--- config.mk ---
export PLATFORM = sky130hd
export DESIGN_NAME = sfpc_cmd
export DESIGN_NICKNAME = d
export VERILOG_FILES = /design/src/common/sfpc_pkg.sv /design/src/logic/sfpc_cmd.sv /design/src/logic/sfpc_link.sv
export VERILOG_INCLUDE_DIRS = /design/src /design/src/common
export SDC_FILE = /design/constraint.sdc
export NUM_CORES = 1
export LEC_CHECK = 0
export BUFFER_PORTS_ARGS = -buffer_cell sky130_fd_sc_hd__buf_2
export CAP_MARGIN = 20
export CORE_MARGIN = 2
export CORE_UTILIZATION = 58
export DETAILED_ROUTE_END_ITERATION = 8
export PLACE_DENSITY = 0.83
export SLEW_MARGIN = 20
export SYNTH_ARGS = -nofsm -noshare
export SYNTH_HDL_FRONTEND = slang
export SYNTH_SLANG_ARGS = --single-unit
--- constraint.sdc ---
create_clock -name clk_in -period 4.1 [get_ports clk_in]
set_input_delay 0.41 -clock clk_in [delete_from_list [all_inputs] [get_ports clk_in]]
set_output_delay 0.41 -clock clk_in [all_outputs]
set_load 0.05 [all_outputs]
--- src/common/sfpc_regs.svh ---
`ifndef SFPC_REGS_SVH
`define SFPC_REGS_SVH
// ----------------------------------------
// command opcodes and confirm code
// ----------------------------------------
`define SFPC_OP_PAGE_READ 8'hff
`define SFPC_OP_PAGE_PGM 8'h41
`define SFPC_OP_BLK_ERASE 8'h20
`define SFPC_OP_ERASE_ALL 8'ha7
`define SFPC_OP_RD_STATUS 8'h70
`define SFPC_OP_CLR_STATUS 8'h50
`define SFPC_OP_RD_LOCK 8'h71
`define SFPC_OP_ID_CHECK 8'hf5
`define SFPC_OP_VERSION 8'hfb
`define SFPC_OP_BOOT_OUT 8'hfc
`define SFPC_CONFIRM 8'hd0
// ----------------------------------------
// byte counts, field positions, reset values
// ----------------------------------------
`define SFPC_PAGE_LAST 9'h0ff
`define SFPC_ID_LEN 8'h07
`define SFPC_VER_LAST 9'h007
`define SFPC_ST_READY 7
`define SFPC_ST_ERASE_ERR 5
`define SFPC_ST_PGM_ERR 4
`define SFPC_ST_REFUSED 3
`define SFPC_ST2_ID_OK 1
`define SFPC_ST2_BLANK 0
`define SFPC_LOCK_BIT 6
`define SFPC_ERR_RST 3'h0
`define SFPC_SYNC_FILL 3'h5
`endif

--- src/common/sfpc_pkg.sv ---
package sfpc_pkg;
  // ----------------------------------------
  // command sequencer states, one-hot
  // ----------------------------------------
  typedef enum logic [12:0] {
    SFPC_OFF       = 13'h0001,
    SFPC_OPCODE    = 13'h0002,
    SFPC_ADDR      = 13'h0004,
    SFPC_CONF      = 13'h0008,
    SFPC_IDCHK     = 13'h0010,
    SFPC_FETCH     = 13'h0020,
    SFPC_TX        = 13'h0040,
    SFPC_PGM_DATA  = 13'h0080,
    SFPC_PGM_DRAIN = 13'h0100,
    SFPC_PGM_WAIT  = 13'h0200,
    SFPC_ERASE     = 13'h0400,
    SFPC_EWAIT     = 13'h0800,
    SFPC_EA_NEXT   = 13'h1000
  } sfpc_state_e;
endpackage

--- src/logic/sfpc_cmd.sv ---
// Overview of operation
// - enter programming mode only if transfer clock is high when reset releases.
// - sample serial input bits on each rising transfer clock edge.
// - change serial output bits on each falling transfer clock edge.
// - every transfer is whole eight-bit bytes, least significant bit first.
// - busy high while receiving, sending, erasing or programming; low when ready.
// - second byte is address bits 8-15, third byte bits 16-23.
// - page read 0xff sends 256 page bytes from byte four, lowest first.
// - page program 0x41 takes 256 bytes from byte four then writes the page.
// - after page write completes, busy drops and status records the result.
// - programming a page in a locked block is refused.
// - block erase 0x20 starts only on confirm 0xd0 in byte four.
// - when block erase ends busy drops and status records the outcome.
// - erase-all 0xa7 needs 0xd0 next, erases unlocked blocks, then drops busy.
// - locked blocks are skipped by block erase and erase-all alike.
// - read status 0x70 sends primary then secondary status byte.
// - without verified id only status, id check and version are accepted.
// - a blank flash accepts every command regardless of id.
// - read lock 0x71 returns the addressed block's lock state in byte four.
// - boot output 0xfc sends the addressed 256-byte boot page from byte four.
// - a seven-byte id from the programmer is compared with the stored code.
// - clear status 0x50 clears error bits 3 to 5, then busy drops.
`timescale 1ns/10ps
`include "sfpc_regs.svh"
module sfpc_cmd
  import sfpc_pkg::*;
#(
  parameter int BLOCK_COUNT = 4,
  parameter logic [63:0] VERSION = 64'h3130305f52455650 // arbitrary text
)
(
  // clock and reset
  input wire logic clk_in,
  input wire logic reset_n_in,
  // programmer pins
  input wire logic transfer_clock_pin_in,
  input wire logic serial_input_pin_in,
  output logic serial_output_pin_out,
  output logic busy_output_pin_out,
  output logic mode_active_out,
  // flash array read side
  output logic [23:0] flash_addr_out,
  output logic flash_boot_out,
  output logic flash_rd_req_out,
  input wire logic flash_rd_valid_in,
  input wire logic [7:0] flash_rd_data_in,
  input wire logic flash_lock_in,
  input wire logic flash_blank_in,
  input wire logic [55:0] flash_id_code_in,
  // flash array write side
  output logic [7:0] flash_wdata_out,
  output logic flash_wvalid_out,
  input wire logic flash_wready_in,
  output logic flash_commit_out,
  output logic flash_erase_out,
  input wire logic flash_done_in,
  input wire logic flash_fail_in
);
  sfpc_state_e state;
  logic [2:0] start_cnt;
  logic rx_done;
  logic [7:0] rx_byte;
  logic link_active;
  logic sclk_level;
  logic tx_load;
  logic [7:0] tx_byte;
  logic [7:0] cmd;
  logic [8:0] idx;
  logic [7:0] addr_mid;
  logic [2:0] status_err;
  logic id_ok;
  logic id_match;
  logic [7:0] id_size;
  logic [2:0] id_k;
  logic pgm_refuse;
  logic refuse_now;
  logic ea_all;
  logic [7:0] ea_idx;
  logic rd_pending;
  logic accept;
  logic wait_state;
  logic tx_last;
  logic [7:0] primary_status;
  logic [7:0] secondary_status;
  logic [7:0] buf_data [2];
  logic [1:0] buf_count;
  logic buf_push;
  logic buf_pop;

  // ----------------------------------------
  // byte engine
  // ----------------------------------------
  sfpc_link link (
    .clk_in(clk_in),
    .reset_n_in(reset_n_in),
    .sclk_pin_in(transfer_clock_pin_in),
    .rxd_pin_in(serial_input_pin_in),
    .tx_load_in(tx_load),
    .tx_byte_in(tx_byte),
    .sclk_level_out(sclk_level),
    .rx_done_out(rx_done),
    .rx_byte_out(rx_byte),
    .active_out(link_active),
    .txd_out(serial_output_pin_out)
  );

  // ----------------------------------------
  // decoded helpers
  // ----------------------------------------
  // locked commands open once the id matched or the flash is blank
  assign accept = id_ok | flash_blank_in | (rx_byte == `SFPC_OP_RD_STATUS) |
                  (rx_byte == `SFPC_OP_ID_CHECK) | (rx_byte == `SFPC_OP_VERSION);
  assign primary_status = {1'b1, 1'b0, status_err, 3'h0};
  assign secondary_status = {6'h00, id_ok, flash_blank_in};
  assign id_k = 3'(idx - 9'h004);
  assign refuse_now = (idx == 9'h000) ? flash_lock_in : pgm_refuse;
  assign tx_last = ((cmd == `SFPC_OP_RD_STATUS) && (idx == 9'h001)) || (cmd == `SFPC_OP_RD_LOCK) ||
                   ((cmd == `SFPC_OP_VERSION) && (idx == `SFPC_VER_LAST)) || (idx == `SFPC_PAGE_LAST);

  // busy unless waiting on the programmer; a full buffer also holds it off
  assign wait_state = (state == SFPC_OPCODE) || (state == SFPC_ADDR) || (state == SFPC_CONF) ||
                      (state == SFPC_IDCHK) || (state == SFPC_TX) ||
                      ((state == SFPC_PGM_DATA) && (buf_count != 2'h2));
  assign busy_output_pin_out = link_active | ~wait_state;
  assign buf_push = (state == SFPC_PGM_DATA) && rx_done && !refuse_now;
  assign buf_pop = flash_wvalid_out & flash_wready_in;
  assign flash_wvalid_out = (buf_count != 2'h0);
  assign flash_wdata_out = buf_data[0];

  // ----------------------------------------
  // two-entry program data buffer
  // ----------------------------------------
  // a slow array stalls the programmer through busy instead of losing bytes
  always_ff @(posedge clk_in) begin
    if (!reset_n_in) begin
      buf_count <= 2'h0;
      buf_data[0] <= 8'h00;
      buf_data[1] <= 8'h00;
    end else begin
      case ({buf_push, buf_pop})
        2'b10: begin
          buf_data[buf_count[0]] <= rx_byte;
          buf_count <= buf_count + 2'h1;
        end
        2'b01: begin
          buf_data[0] <= buf_data[1];
          buf_count <= buf_count - 2'h1;
        end
        2'b11: begin
          if (buf_count == 2'h1) begin
            buf_data[0] <= rx_byte;
          end else begin
            buf_data[0] <= buf_data[1];
            buf_data[1] <= rx_byte;
          end
        end
        default: begin
        end
      endcase
    end
  end

  // ----------------------------------------
  // mode entry
  // ----------------------------------------
  // wait for the synchroniser to fill before trusting the clock level
  always_ff @(posedge clk_in) begin
    if (!reset_n_in) begin
      start_cnt <= 3'h0;
      mode_active_out <= 1'b0;
    end else if (start_cnt != `SFPC_SYNC_FILL) begin
      start_cnt <= start_cnt + 3'h1;
      if (start_cnt == `SFPC_SYNC_FILL - 3'h1) begin
        mode_active_out <= sclk_level;
      end
    end
  end

  // ----------------------------------------
  // status and id bits
  // ----------------------------------------
  // clear only in the opcode state, whose one set is a refusal that excludes the clear, so none is lost
  always_ff @(posedge clk_in) begin
    if (!reset_n_in) begin
      status_err <= `SFPC_ERR_RST;
    end else if (state == SFPC_OPCODE && rx_done) begin
      if (!accept) begin
        status_err[`SFPC_ST_REFUSED - 3] <= 1'b1;
      end else if (rx_byte == `SFPC_OP_CLR_STATUS) begin
        status_err <= 3'h0;
      end
    end else if (state == SFPC_CONF && rx_done && rx_byte != `SFPC_CONFIRM) begin
      status_err[`SFPC_ST_ERASE_ERR - 3] <= 1'b1;
    end else if (state == SFPC_ERASE && flash_lock_in && !ea_all) begin
      status_err[`SFPC_ST_ERASE_ERR - 3] <= 1'b1;
    end else if (state == SFPC_EWAIT && flash_done_in && flash_fail_in) begin
      status_err[`SFPC_ST_ERASE_ERR - 3] <= 1'b1;
    end else if ((state == SFPC_PGM_DRAIN && pgm_refuse && buf_count == 2'h0) ||
                 (state == SFPC_PGM_WAIT && flash_done_in && flash_fail_in)) begin
      status_err[`SFPC_ST_PGM_ERR - 3] <= 1'b1;
    end
  end

  // id compare; the stored code holds its first byte in the low bits
  always_ff @(posedge clk_in) begin
    if (!reset_n_in) begin
      id_ok <= 1'b0;
      id_match <= 1'b0;
      id_size <= 8'h00;
    end else if (state == SFPC_IDCHK && rx_done) begin
      if (idx == 9'h003) begin
        id_size <= rx_byte;
        id_match <= (rx_byte == `SFPC_ID_LEN);
        if (rx_byte == 8'h00) begin
          id_ok <= 1'b0;
        end
      end else if (idx > 9'h003) begin
        id_match <= id_match && (rx_byte == flash_id_code_in[{id_k, 3'h0} +: 8]);
        if (idx - 9'h004 == {1'b0, id_size} - 9'h001) begin
          id_ok <= id_match && (rx_byte == flash_id_code_in[{id_k, 3'h0} +: 8]);
        end
      end
    end
  end

  // ----------------------------------------
  // command sequencer
  // ----------------------------------------
  always_ff @(posedge clk_in) begin
    if (!reset_n_in) begin
      state <= SFPC_OFF;
      cmd <= 8'h00;
      idx <= 9'h000;
      addr_mid <= 8'h00;
      flash_addr_out <= 24'h000000;
      flash_boot_out <= 1'b0;
      flash_rd_req_out <= 1'b0;
      flash_commit_out <= 1'b0;
      flash_erase_out <= 1'b0;
      tx_load <= 1'b0;
      tx_byte <= 8'hff;
      pgm_refuse <= 1'b0;
      ea_all <= 1'b0;
      ea_idx <= 8'h00;
      rd_pending <= 1'b0;
    end else begin
      flash_rd_req_out <= 1'b0;
      flash_commit_out <= 1'b0;
      flash_erase_out <= 1'b0;
      tx_load <= 1'b0;
      case (state)
        SFPC_OFF: begin
          if (mode_active_out) begin
            state <= SFPC_OPCODE;
          end
        end
        SFPC_OPCODE: begin
          if (rx_done && accept) begin
            cmd <= rx_byte;
            idx <= 9'h000;
            flash_boot_out <= (rx_byte == `SFPC_OP_BOOT_OUT);
            case (rx_byte)
              `SFPC_OP_PAGE_READ, `SFPC_OP_PAGE_PGM, `SFPC_OP_BLK_ERASE,
              `SFPC_OP_RD_LOCK, `SFPC_OP_BOOT_OUT: state <= SFPC_ADDR;
              `SFPC_OP_ERASE_ALL: state <= SFPC_CONF;
              `SFPC_OP_RD_STATUS, `SFPC_OP_VERSION: state <= SFPC_FETCH;
              `SFPC_OP_ID_CHECK: state <= SFPC_IDCHK;
              default: state <= SFPC_OPCODE;
            endcase
          end
        end
        SFPC_ADDR: begin
          if (rx_done) begin
            idx <= idx + 9'h001;
            if (idx == 9'h000) begin
              addr_mid <= rx_byte;
            end else begin
              idx <= 9'h000;
              // block erase sets the low address byte to 0xff, bits 8-15 still from the second byte; other commands start at byte 0
              flash_addr_out <= {rx_byte, addr_mid, (cmd == `SFPC_OP_BLK_ERASE) ? 8'hff : 8'h00};
              case (cmd)
                `SFPC_OP_PAGE_PGM: state <= SFPC_PGM_DATA;
                `SFPC_OP_BLK_ERASE: state <= SFPC_CONF;
                default: state <= SFPC_FETCH;
              endcase
            end
          end
        end
        SFPC_CONF: begin
          if (rx_done) begin
            ea_all <= (cmd == `SFPC_OP_ERASE_ALL);
            ea_idx <= 8'h00;
            if (rx_byte != `SFPC_CONFIRM) begin
              state <= SFPC_OPCODE;
            end else if (cmd == `SFPC_OP_ERASE_ALL) begin
              state <= SFPC_EA_NEXT;
            end else begin
              state <= SFPC_ERASE;
            end
          end
        end
        SFPC_EA_NEXT: begin
          flash_addr_out <= {ea_idx, 16'hffff};
          state <= SFPC_ERASE;
        end
        SFPC_ERASE: begin
          // lock input has had a cycle to follow the address
          if (!flash_lock_in) begin
            flash_erase_out <= 1'b1;
            state <= SFPC_EWAIT;
          end else if (ea_all && ea_idx != 8'(BLOCK_COUNT - 1)) begin
            ea_idx <= ea_idx + 8'h01;
            state <= SFPC_EA_NEXT;
          end else begin
            state <= SFPC_OPCODE;
          end
        end
        SFPC_EWAIT: begin
          if (flash_done_in) begin
            if (ea_all && ea_idx != 8'(BLOCK_COUNT - 1)) begin
              ea_idx <= ea_idx + 8'h01;
              state <= SFPC_EA_NEXT;
            end else begin
              state <= SFPC_OPCODE;
            end
          end
        end
        SFPC_FETCH: begin
          case (cmd)
            `SFPC_OP_RD_STATUS: begin
              tx_byte <= (idx == 9'h000) ? primary_status : secondary_status;
              tx_load <= 1'b1;
              state <= SFPC_TX;
            end
            `SFPC_OP_RD_LOCK: begin
              // the concatenation keeps the inversion to one bit before widening
              tx_byte <= 8'({~flash_lock_in}) << `SFPC_LOCK_BIT;
              tx_load <= 1'b1;
              state <= SFPC_TX;
            end
            `SFPC_OP_VERSION: begin
              tx_byte <= VERSION[{idx[2:0], 3'h0} +: 8];
              tx_load <= 1'b1;
              state <= SFPC_TX;
            end
            default: begin
              if (flash_rd_valid_in && rd_pending) begin
                rd_pending <= 1'b0;
                tx_byte <= flash_rd_data_in;
                tx_load <= 1'b1;
                state <= SFPC_TX;
              end else if (!rd_pending) begin
                rd_pending <= 1'b1;
                flash_rd_req_out <= 1'b1;
              end
            end
          endcase
        end
        SFPC_TX: begin
          if (rx_done) begin
            if (tx_last) begin
              state <= SFPC_OPCODE;
            end else begin
              idx <= idx + 9'h001;
              flash_addr_out[7:0] <= flash_addr_out[7:0] + 8'h01;
              state <= SFPC_FETCH;
            end
          end
        end
        SFPC_IDCHK: begin
          if (rx_done) begin
            idx <= idx + 9'h001;
            if ((idx == 9'h003 && rx_byte == 8'h00) ||
                (idx > 9'h003 && idx - 9'h004 == {1'b0, id_size} - 9'h001)) begin
              state <= SFPC_OPCODE;
            end
          end
        end
        SFPC_PGM_DATA: begin
          if (rx_done) begin
            if (idx == 9'h000) begin
              pgm_refuse <= flash_lock_in;
            end
            if (idx == `SFPC_PAGE_LAST) begin
              state <= SFPC_PGM_DRAIN;
            end else begin
              idx <= idx + 9'h001;
            end
          end
        end
        SFPC_PGM_DRAIN: begin
          if (buf_count == 2'h0) begin
            if (pgm_refuse) begin
              state <= SFPC_OPCODE;
            end else begin
              flash_commit_out <= 1'b1;
              state <= SFPC_PGM_WAIT;
            end
          end
        end
        SFPC_PGM_WAIT: begin
          if (flash_done_in) begin
            state <= SFPC_OPCODE;
          end
        end
        default: state <= SFPC_OFF;
      endcase
    end
  end

  // ----------------------------------------
  // checks
  // ----------------------------------------
  busy_in_erase_a: assert property (@(posedge clk_in) disable iff (!reset_n_in)
    (state == SFPC_EWAIT || state == SFPC_PGM_WAIT || state == SFPC_FETCH) |-> busy_output_pin_out)
    else $error("busy low during a flash operation");

  mode_stays_off_a: assert property (@(posedge clk_in) disable iff (!reset_n_in)
    (start_cnt == `SFPC_SYNC_FILL && !mode_active_out) |=> state == SFPC_OFF)
    else $error("left idle mode without clock high at entry");

  erase_confirmed_a: assert property (@(posedge clk_in) disable iff (!reset_n_in)
    flash_erase_out |-> ea_all || (cmd == `SFPC_OP_BLK_ERASE && $past(state, 2) == SFPC_CONF))
    else $error("erase started without a confirmed block erase");

  no_locked_erase_a: assert property (@(posedge clk_in) disable iff (!reset_n_in)
    flash_erase_out |-> !$past(flash_lock_in))
    else $error("locked block erased");

  no_locked_commit_a: assert property (@(posedge clk_in) disable iff (!reset_n_in)
    flash_commit_out |-> !pgm_refuse && idx == `SFPC_PAGE_LAST)
    else $error("page commit for locked block or short page");

  gate_refused_a: assert property (@(posedge clk_in) disable iff (!reset_n_in)
    (state == SFPC_OPCODE && rx_done && !id_ok && !flash_blank_in && rx_byte == `SFPC_OP_PAGE_READ)
    |=> state == SFPC_OPCODE ##1 status_err[`SFPC_ST_REFUSED - 3])
    else $error("locked command accepted before id check");

  clear_status_a: assert property (@(posedge clk_in) disable iff (!reset_n_in)
    (state == SFPC_OPCODE && rx_done && accept && rx_byte == `SFPC_OP_CLR_STATUS)
    |=> status_err == 3'h0 ##1 !busy_output_pin_out)
    else $error("clear status left error bits or busy");

  status_bytes_a: assert property (@(posedge clk_in) disable iff (!reset_n_in)
    (tx_load && cmd == `SFPC_OP_RD_STATUS && idx == 9'h001) |-> tx_byte == secondary_status)
    else $error("second status byte wrong");
endmodule // sfpc_cmd

--- src/logic/sfpc_link.sv ---
`timescale 1ns/10ps
module sfpc_link
  import sfpc_pkg::*;
(
  // clock and reset
  input wire logic clk_in,
  input wire logic reset_n_in,
  // pins from the programmer
  input wire logic sclk_pin_in,
  input wire logic rxd_pin_in,
  // byte to send
  input wire logic tx_load_in,
  input wire logic [7:0] tx_byte_in,
  // byte engine state
  output logic sclk_level_out,
  output logic rx_done_out,
  output logic [7:0] rx_byte_out,
  output logic active_out,
  output logic txd_out
);
  logic [2:0] clk_sync;
  logic [2:0] rxd_sync;
  logic rxd_filt;
  logic next_sclk;
  logic next_rxd;
  logic rise;
  logic fall;
  logic [2:0] bit_cnt;
  logic [7:0] rx_sh;
  logic [7:0] tx_sh;

  // ----------------------------------------
  // pin synchronisers and edge finding
  // ----------------------------------------
  // three stages; a change counts once the last two agree
  always_ff @(posedge clk_in) begin
    if (!reset_n_in) begin
      clk_sync <= 3'h7;
      rxd_sync <= 3'h7;
    end else begin
      clk_sync <= {clk_sync[1:0], sclk_pin_in};
      rxd_sync <= {rxd_sync[1:0], rxd_pin_in};
    end
  end

  assign next_sclk = (clk_sync[1] == clk_sync[2]) ? clk_sync[2] : sclk_level_out;
  assign next_rxd = (rxd_sync[1] == rxd_sync[2]) ? rxd_sync[2] : rxd_filt;
  assign rise = next_sclk & ~sclk_level_out;
  assign fall = ~next_sclk & sclk_level_out;

  // filtered levels start at the idle high, so a held-high entry makes no false edge;
  // a dead pin shows low only after the fill, which is why mode entry waits for it
  always_ff @(posedge clk_in) begin
    if (!reset_n_in) begin
      sclk_level_out <= 1'b1;
      rxd_filt <= 1'b1;
    end else begin
      sclk_level_out <= next_sclk;
      rxd_filt <= next_rxd;
    end
  end

  // ----------------------------------------
  // receive shifter
  // ----------------------------------------
  // bits enter at the top so the first one ends at bit 0
  always_ff @(posedge clk_in) begin
    if (!reset_n_in) begin
      bit_cnt <= 3'h0;
      rx_sh <= 8'h00;
      rx_done_out <= 1'b0;
      rx_byte_out <= 8'h00;
    end else begin
      rx_done_out <= 1'b0;
      if (rise) begin
        rx_sh <= {next_rxd, rx_sh[7:1]};
        bit_cnt <= bit_cnt + 3'h1;
        if (bit_cnt == 3'h7) begin
          rx_done_out <= 1'b1;
          rx_byte_out <= {next_rxd, rx_sh[7:1]};
        end
      end
    end
  end

  // byte in flight from its first fall; held through the done cycle
  always_ff @(posedge clk_in) begin
    if (!reset_n_in) begin
      active_out <= 1'b0;
    end else if (fall) begin
      active_out <= 1'b1;
    end else if (rx_done_out) begin
      active_out <= 1'b0;
    end
  end

  // ----------------------------------------
  // transmit shifter
  // ----------------------------------------
  // fills with ones behind the byte so the line idles high
  always_ff @(posedge clk_in) begin
    if (!reset_n_in) begin
      tx_sh <= 8'hff;
      txd_out <= 1'b1;
    end else if (tx_load_in) begin
      tx_sh <= tx_byte_in;
    end else if (fall) begin
      txd_out <= tx_sh[0];
      tx_sh <= {1'b1, tx_sh[7:1]};
    end
  end

  // ----------------------------------------
  // checks
  // ----------------------------------------
  rx_on_rise_a: assert property (@(posedge clk_in) disable iff (!reset_n_in)
    rx_done_out |-> $past(rise) && $past(bit_cnt) == 3'h7)
    else $error("byte completed without eighth rising edge");

  tx_on_fall_a: assert property (@(posedge clk_in) disable iff (!reset_n_in)
    $changed(txd_out) |-> $past(fall))
    else $error("serial output changed away from a falling edge");
endmodule // sfpc_link
==> impl_results.md, run 1 <==
* Max-slew violation count at 0
* Routed wire length per instance at 16.9 um
* Top cells by area, synth: dfxtp_1 (33%), nand2_1 (5.6%), edfxtp_1 (5.6%), nor2_1 (5.4%), mux2i_1 (3.9%)
* Total number of vias at 7936
* Tmin final at 3.53 ns
* Clock latency at the later pin of the worst-skew pair at 0.43 ns
* Final Cell Area at 0.00990 sq mm
* FMAX at 0.283 GHz
* H-tree Lvls at 4
* Vias per cell at 6.06
* P_sw at 0.885 mW
* Switching share of power at 0.251
* Post-synth top area cell: dfxtp_1
* Global-route wire length before repair at 36.3 mm
* Iter 0 DRT Violations at 708
* Area of the core at 0.0145 sq mm
* Synth cell types at 75
* Worst hold path type: primary input to register
* Yosys Warn Count at 0
* Layout area overhead at 14.6%
* Final ANT Viol Nets at 0
* Post-route clock period utilization at 0.861
* Die area at 0.0159 sq mm
* Comb pwr share at 0.105
* CTS tree: yes
* Post-CTS setup buffer count at 0
* Crit path capture type: register
* Clock power share at 0.437
* Total negative setup slack at 0 ns
* CTS Buf Count at 17
* Syn_area_per_cell at 8.44 sq um
* Sequential share of the synthesized area at 0.384
* Top_reg_cell synth: dfxtp_1
* Pin count of the biggest net entering global routing at 76
* DRT Pass-1 Iters at 5
* Remaining DRCs at 0
* Reg power frac at 0.459
* Setup violations, final at 0
* Final nets at 1210
* Overall Global Routing Usage at 0.281
* # hold bufs at CTS at 0
* Async set-reset flop share out of synthesis at 0
* Initial antenna violation count at 0
* Internal at 2.64 mW
* Fill count at 1168
* Detailed Route WL at 22.1 mm
* Clock slew at reported path FFs at 0.06 ns
* Input/output buffers at 113
* RSZ-0062 raised after global routing: false
* Total clock sinks at 158
* Slew margin rel. at 0.342
* Skew final at 0.00792 ns
* Number of cells produced by synthesis at 1024
* Register Area at 0.00332 sq mm
* Setup crit start kind: register
* Count leader, synth: dfxtp_1
* Ant diodes at 0
* Final Hold Viols at 0
* Cell Area, Synth at 0.00865 sq mm
* Post-cts resize count at 0
* Crit path kind: register to register
* Post-synth EDFFs at 16
* Post-detail-place hpwl at 15.6 mm
* Share of cells above drive strength 1 at 0.182
* Starting Density at 0.595
* Die Width at 126 um
* Worst Path Arrival at 3.86 ns
* Cell Rows at 44
* Synth top area share at 0.329
* Commonest cells post-synth: dfxtp_1 (142), nand2_1 (129), nor2_1 (125), a21oi_1 (66), clkbuf_1 (51)
* Ports at 114
* Peak VDD IR at 0.000308 V
* Post-Syn Nets at 1122
* #FFs+latches synth at 158
* Die height at 126 um
* Area of the multi-input gates at 0.00496 sq mm
* CP max FO at 14
* Worst Tran Pin Value at 0.975 ns
* Root Driver: clkbuf_16
* Pwr Density at 356 mW/mm^2
* Worst EP required at 4.43 ns
* Routability cong. at 1.01
* Vias in the first global route at 7353
* Placed cell area at 0.00934 sq mm
* Total gr overflow at 0
* Clock buffer depth at 2
* # Max-Cap Violations at 0
* Status: completed
* Leak at 3.97 nW
[logic make-up (layout without fill, tap and decap cells)]
group                    count (synthesis)  in the layout  synth area share
AO/OA/AOI/OAI                          196            196             0.149
adder cells (fa/ha/maj)                 25             25            0.0359
XOR/XNOR                                45             45            0.0488
multiplexers                            57             57            0.0797
AND/OR/NAND/NOR                        453            453             0.260
flip-flops                             158            158             0.384
buffers and inverters                   90            191            0.0420
[path summary, 6_finish.rpt]
check,from,to,slack (ns),depth (start not counted)
hold reg to reg,link.clk_sync[0],link.clk_sync[1],0.41,1
setup / recovery,idx[2],state[1],0.57,9
setup reg to reg,idx[2],state[1],0.57,9
hold / removal,transfer_clock_pin_in,link.clk_sync[0],0.16,2
[routing by layer]
| layer | GRT usage | share of wire | vias to the layer above |
|---|---|---|---|
| met1 | 0.376 | 0.43 | 3753 |
| met2 | 0.452 | 0.47 | 311 |
| met4 | 0.118 | 0.029 | 0 |
| met5 | 0 | 0 | - |
| li1 | - | - | 3825 |
| met3 | 0.0497 | 0.064 | 47 |
[layout by cell type (no fill, tap or decap), types with 13 or more instances in the layout]
master / instances
nor3_1: 31
ha_1: 24
a211oi_1: 13
nor2_1: 125
nand2b_1: 19
xor2_1: 20
nand2_1: 129
and2_1: 14
mux2i_1: 34
and3_1: 13
o21ai_0: 36
buf_2: 113
buf_4: 18
inv_1: 26
nor4_1: 14
edfxtp_1: 16
dfxtp_1: 142
clkbuf_16: 17
mux2_2: 15
xnor2_1: 23
a21oi_1: 65
nand3_1: 25
[critical path: stages, from the launching register on]
cell       delay [ns]
dfxtp_1          0.32
inv_1            0.39
ha_1             0.31
nor3b_1          0.27
xnor2_1          0.16
a2111oi_0        0.42
nand4_1          0.23
o311ai_0         0.89
a21oi_1          0.15
a311oi_1         0.28
[power by group through the flow]
stage	registers, mW	clock network (mW)	logic [mW]
3_5_place_dp	1.65	0	0.363
5_1_grt	1.62	1.64	0.401
4_1_cts	1.61	1.56	0.365
6_report	1.62	1.54	0.369
2_1_floorplan	1.66	0	0.228
3_3_place_gp	1.65	0	0.359
[registers in the layout, indices dropped and copies added (netlist names), 3 cells and up]
signal            count
status_err            3
flash_addr_out       24
link.rx_sh            7
link.rxd_sync         3
buf_data             16
addr_mid              8
link.tx_sh            8
id_size               8
start_cnt             3
link.clk_sync         3
link.bit_cnt          3
idx                   9
state                13
link.rx_byte_out      8
tx_byte               8
cmd                   8
ea_idx                8
[layout make-up]
type,instances,area share
clock inverters,8,0.0105
well taps,184,0.0232
repair buffers,132,0.0728
clock buffers,24,0.0466
multi-input cells,776,0.501
inverters,27,0.0102
flip-flops and latches,158,0.336
[metrics by stage]
| stage | total power [mW] | util | setup WS [ns] | std cells | hold WS, ns |
|---|---|---|---|---|---|
| after floorplan | 1.89 | - | 0.340 | 1024 | 0.386 |
| after global placement | 2.01 | 0.643 | 0.748 | 1277 | 0.388 |
| after detailed placement | 2.01 | 0.643 | 0.706 | 1277 | 0.397 |
| after CTS | 3.54 | 0.681 | 0.640 | 1309 | 0.148 |
| after global routing | 3.65 | 0.681 | 0.254 | 1309 | 0.153 |
| final | 3.52 | 0.681 | 0.569 | 1309 | 0.160 |
Note: power is estimated with default switching activity, not from simulation.
==> run 2, diff against run 1 <==
Settings changed: ABC_AREA from default to 1, CORE_UTILIZATION 58 to 59, GPL_ROUTABILITY_DRIVEN from default to 0, PLACE_DENSITY 0.83 to 0.84, RECOVER_POWER from default to 50.
==> run 2 against run 1 <==
Against the previous run: critical path type is now primary input to register; first-iteration DRC count is 24% higher; global-route usage up 2.5 points; combinational power rose to 2.7 times the previous value; maximum frequency grew 6.9%; largest power group unchanged; clock power barely moved; via count grew 16%; final area increased by 2.4%; clock-buffer cell count is 7 lower; synthesized area is 4.5% higher.
==> impl_results.md, run 2 <==
* Synth cell types at 52 (was 75)
* Internal at 2.80 mW (was 2.64 mW)
* Main combinational cell family by area after synthesis: simple AND/OR/NAND/NOR gates (unchanged)
* Leak at 4.41 nW (was 3.97 nW)
* Post-synthesis adder-cell area fraction at 0.0343 (was 0.0359)
* Post-synth EDFFs at 16 (unchanged)
* Top_reg_cell synth: dfxtp_1 (unchanged)
* Hold Crit Depth at 2 (unchanged)
* Post-synthesis compound-gate area fraction at 0.168 (was 0.149)
* Async set-reset flop share out of synthesis at 0 (unchanged)
* Tmin final at 3.30 ns (was 3.53 ns)
* Sequential share of the synthesized area at 0.368 (was 0.384)
* CTS tree: yes (unchanged)
* Root Driver: clkbuf_16 (unchanged)
* Total clock sinks at 158 (unchanged)
* Uppermost layer routed: met4 (unchanged)
* Starting Density at 0.599 (was 0.595)
* Post-Syn Nets at 1407 (was 1122)
* Reg power frac at 0.398 (was 0.459)
* Slew margin rel. at 0.0297 (was 0.342)
* Crit path capture type: register (unchanged)
* Reg with most FFs: flash_addr_out (unchanged)
* DRT Pass-1 Iters at 6 (was 5)
* Input/output buffers at 113 (unchanged)
* Number of flip-flops in the largest register at 24 (unchanged)
* Fill count at 1297 (was 1168)
* Final Util at 0.672 (was 0.681)
* Total negative setup slack at 0 ns (unchanged)
* Overall Global Routing Usage at 0.306 (was 0.281)
* Synth Area in XOR/XNOR at 0.0184 (was 0.0488)
* Total number of vias at 9201 (was 7936)
* H-tree Lvls at 4 (unchanged)
* Global-route wire length before repair at 40.0 mm (was 36.3 mm)
* FMAX at 0.303 GHz (was 0.283 GHz)
* Largest regs: flash_addr_out (24), buf_data (16), state (13) (unchanged)
* Final nets at 1498 (was 1210)
* Area of the multi-input gates at 0.00491 sq mm (was 0.00496 sq mm)
* Crit path from: reset_n_in (was idx[2])
* Post-route clock period utilization at 0.806 (was 0.861)
* Switching share of power at 0.338 (was 0.251)
* Comb pwr share at 0.238 (was 0.105)
* Final ANT Viol Nets at 0 (unchanged)
* Vias in the first global route at 8327 (was 7353)
* Count leader, synth: nand2_1 (was dfxtp_1)
* Worst hold slack at 0.165 ns (was 0.160 ns)
* Remaining DRCs at 0 (unchanged)
* Status: completed (unchanged)
* Worst Tran Pin Value at 1.46 ns (was 0.975 ns)
* Ports at 114 (unchanged)
* DP Cell Count at 1569 (was 1277)
* Top cells by area, synth: dfxtp_1 (31%), nand2_1 (11%), nor2_1 (7.8%), o21ai_0 (6.4%), inv_1 (5.5%) (was dfxtp_1 (33%), nand2_1 (5.6%), edfxtp_1 (5.6%), nor2_1 (5.4%), mux2i_1 (3.9%))
* Max-slew violation count at 0 (unchanged)
* Commonest cells post-synth: nand2_1 (264), nor2_1 (189), dfxtp_1 (142), inv_1 (132), o21ai_0 (115) (was dfxtp_1 (142), nand2_1 (129), nor2_1 (125), a21oi_1 (66), clkbuf_1 (51))
* Highest-count cells in the layout ignoring fill and taps: nand2_1 (264), nor2_1 (189), dfxtp_1 (142) (was dfxtp_1 (142), nand2_1 (129), nor2_1 (125))
* P_sw at 1.43 mW (was 0.885 mW)
* Post-synth top area cell: dfxtp_1 (unchanged)
* Vias per cell at 5.75 (was 6.06)
* Fin cells at 1599 (was 1309)
* RR Startpoint: idx[2] (unchanged)
* Total power at 4.23 mW (was 3.52 mW)
* Met2 wire len at 11.5 mm (was 10.4 mm)
* Layout area overhead at 12.2% (was 14.6%)
* Setup crit start kind: primary input (was register)
* Number of cells produced by synthesis at 1309 (was 1024)
* Cell Rows at 45 (was 44)
* Mux cell area share after synthesis at 0.00111 (was 0.0797)
* Worst Path Arrival at 3.59 ns (was 3.86 ns)
* Post-CTS setup buffer count at 0 (unchanged)
* Iter 0 DRT Violations at 875 (was 708)
* CTS Buf Count at 17 (unchanged)
* Synth top area share at 0.315 (was 0.329)
* Detailed-routing wirelength on met1 at 10.4 mm (was 9.60 mm)
* HP Start: serial_input_pin_in (was transfer_clock_pin_in)
* Skew final at 0.00917 ns (was 0.00792 ns)
* Yosys Warn Count at 0 (unchanged)
* Peak VDD IR at 0.000337 V (was 0.000308 V)
* Initial antenna violation count at 0 (unchanged)
* Clock latency at the later pin of the worst-skew pair at 0.43 ns (about the same)
* Detailed Route WL at 24.9 mm (was 22.1 mm)
* Syn_area_per_cell at 6.91 sq um (was 8.44 sq um)
* CP max FO at 35 (was 14)
* Clock slew at reported path FFs at 0.06 ns (about the same)
* Final Hold Viols at 0 (unchanged)
* Register Area at 0.00332 sq mm (unchanged)
* Worst-case reg-to-reg path depth at 12 (was 9)
* Share of cells above drive strength 1 at 0.129 (was 0.182)
* Die area at 0.0163 sq mm (was 0.0159 sq mm)
* Die Width at 128 um (was 126 um)
* Setup violations, final at 0 (unchanged)
* Post-Synth Simple-Gate Area at 0.322 (was 0.260)
* Pwr Density at 417 mW/mm^2 (was 356 mW/mm^2)
* # Max-Cap Violations at 0 (unchanged)
* Cell Area, Synth at 0.00904 sq mm (was 0.00865 sq mm)
* Area of the core at 0.0151 sq mm (was 0.0145 sq mm)
* Commonest non-fill, non-tap cell in the layout: nand2_1 (was dfxtp_1)
* Routed wire length per instance at 15.6 um (was 16.9 um)
* Ant diodes at 0 (unchanged)
* Post-detail-place hpwl at 18.4 mm (was 15.6 mm)
* # hold bufs at CTS at 0 (unchanged)
* Pin count of the biggest net entering global routing at 52 (was 76)
* Worst hold path type: primary input to register (unchanged)
* RSZ-0062 raised after global routing: false (unchanged)
* Die height at 128 um (was 126 um)
* Post-cts resize count at 0 (unchanged)
* #FFs+latches synth at 158 (unchanged)
* Worst EP required at 4.38 ns (was 4.43 ns)
* Routed wl met3 at 2.02 mm (was 1.42 mm)
* Clock buffer depth at 2 (unchanged)
* Clock power share at 0.364 (was 0.437)
* Crit path kind: primary input to register (was register to register)
* Total gr overflow at 0 (unchanged)
==> run 2: area by class of cell <==
| class | instances | share of cell area |
|---|---|---|
| flip-flops and latches | 158 | 0.328 |
| well taps | 188 | 0.0232 |
| inverters | 146 | 0.0540 |
| multi-input cells | 957 | 0.484 |
| clock buffers | 17 | 0.0420 |
| clock inverters | 13 | 0.0135 |
| repair buffers | 120 | 0.0557 |
==> run 2: metal layers <==
metal / track usage / up-vias
li1: - / 4515
met1: 0.391 / 4171
met2: 0.509 / 431
met3: 0.0467 / 84
met4: 0.145 / 0
met5: 0 / -
==> run 2: cell families after synthesis <==
logic type / count (synthesis)
AO/OA/AOI/OAI: 268
adder cells (fa/ha/maj): 25
flip-flops: 158
buffers and inverters: 194
AND/OR/NAND/NOR: 644
XOR/XNOR: 19
multiplexers: 1
==> run 2: path summary, 6_finish.rpt <==
path	end	slack, ns
min reg2reg	link.clk_sync[1]	0.41
max reg2reg	buf_data[0][7]	1.02
max	flash_commit_out	0.80
min	link.rxd_sync[0]	0.17
==> run 2: metrics by stage <==
step | cell area, sq um | setup slack, ns
floorplan | 9040 | 0.778
global placement | 9640 | 1.32
detailed placement | 9640 | 1.15
CTS | 10200 | 1.13
global route | 10100 | 0.642
finish | 10100 | 0.797
==> run 2: critical path, stage by stage <==
cell	delay, ns
clkbuf_1	1.03
inv_1	0.88
clkbuf_1	0.67
nor4_1	0.57
==> run 2: power groups by stage <==
| stage | clock, mW | sequential (mW) | combinational (mW) |
|---|---|---|---|
| finish | 1.54 | 1.68 | 1.01 |
| global route | 1.60 | 1.69 | 1.13 |
| CTS | 1.53 | 1.68 | 1.00 |
| detailed placement | 0 | 1.71 | 0.997 |
| global placement | 0 | 1.71 | 0.963 |
| floorplan | 0 | 1.75 | 0.771 |
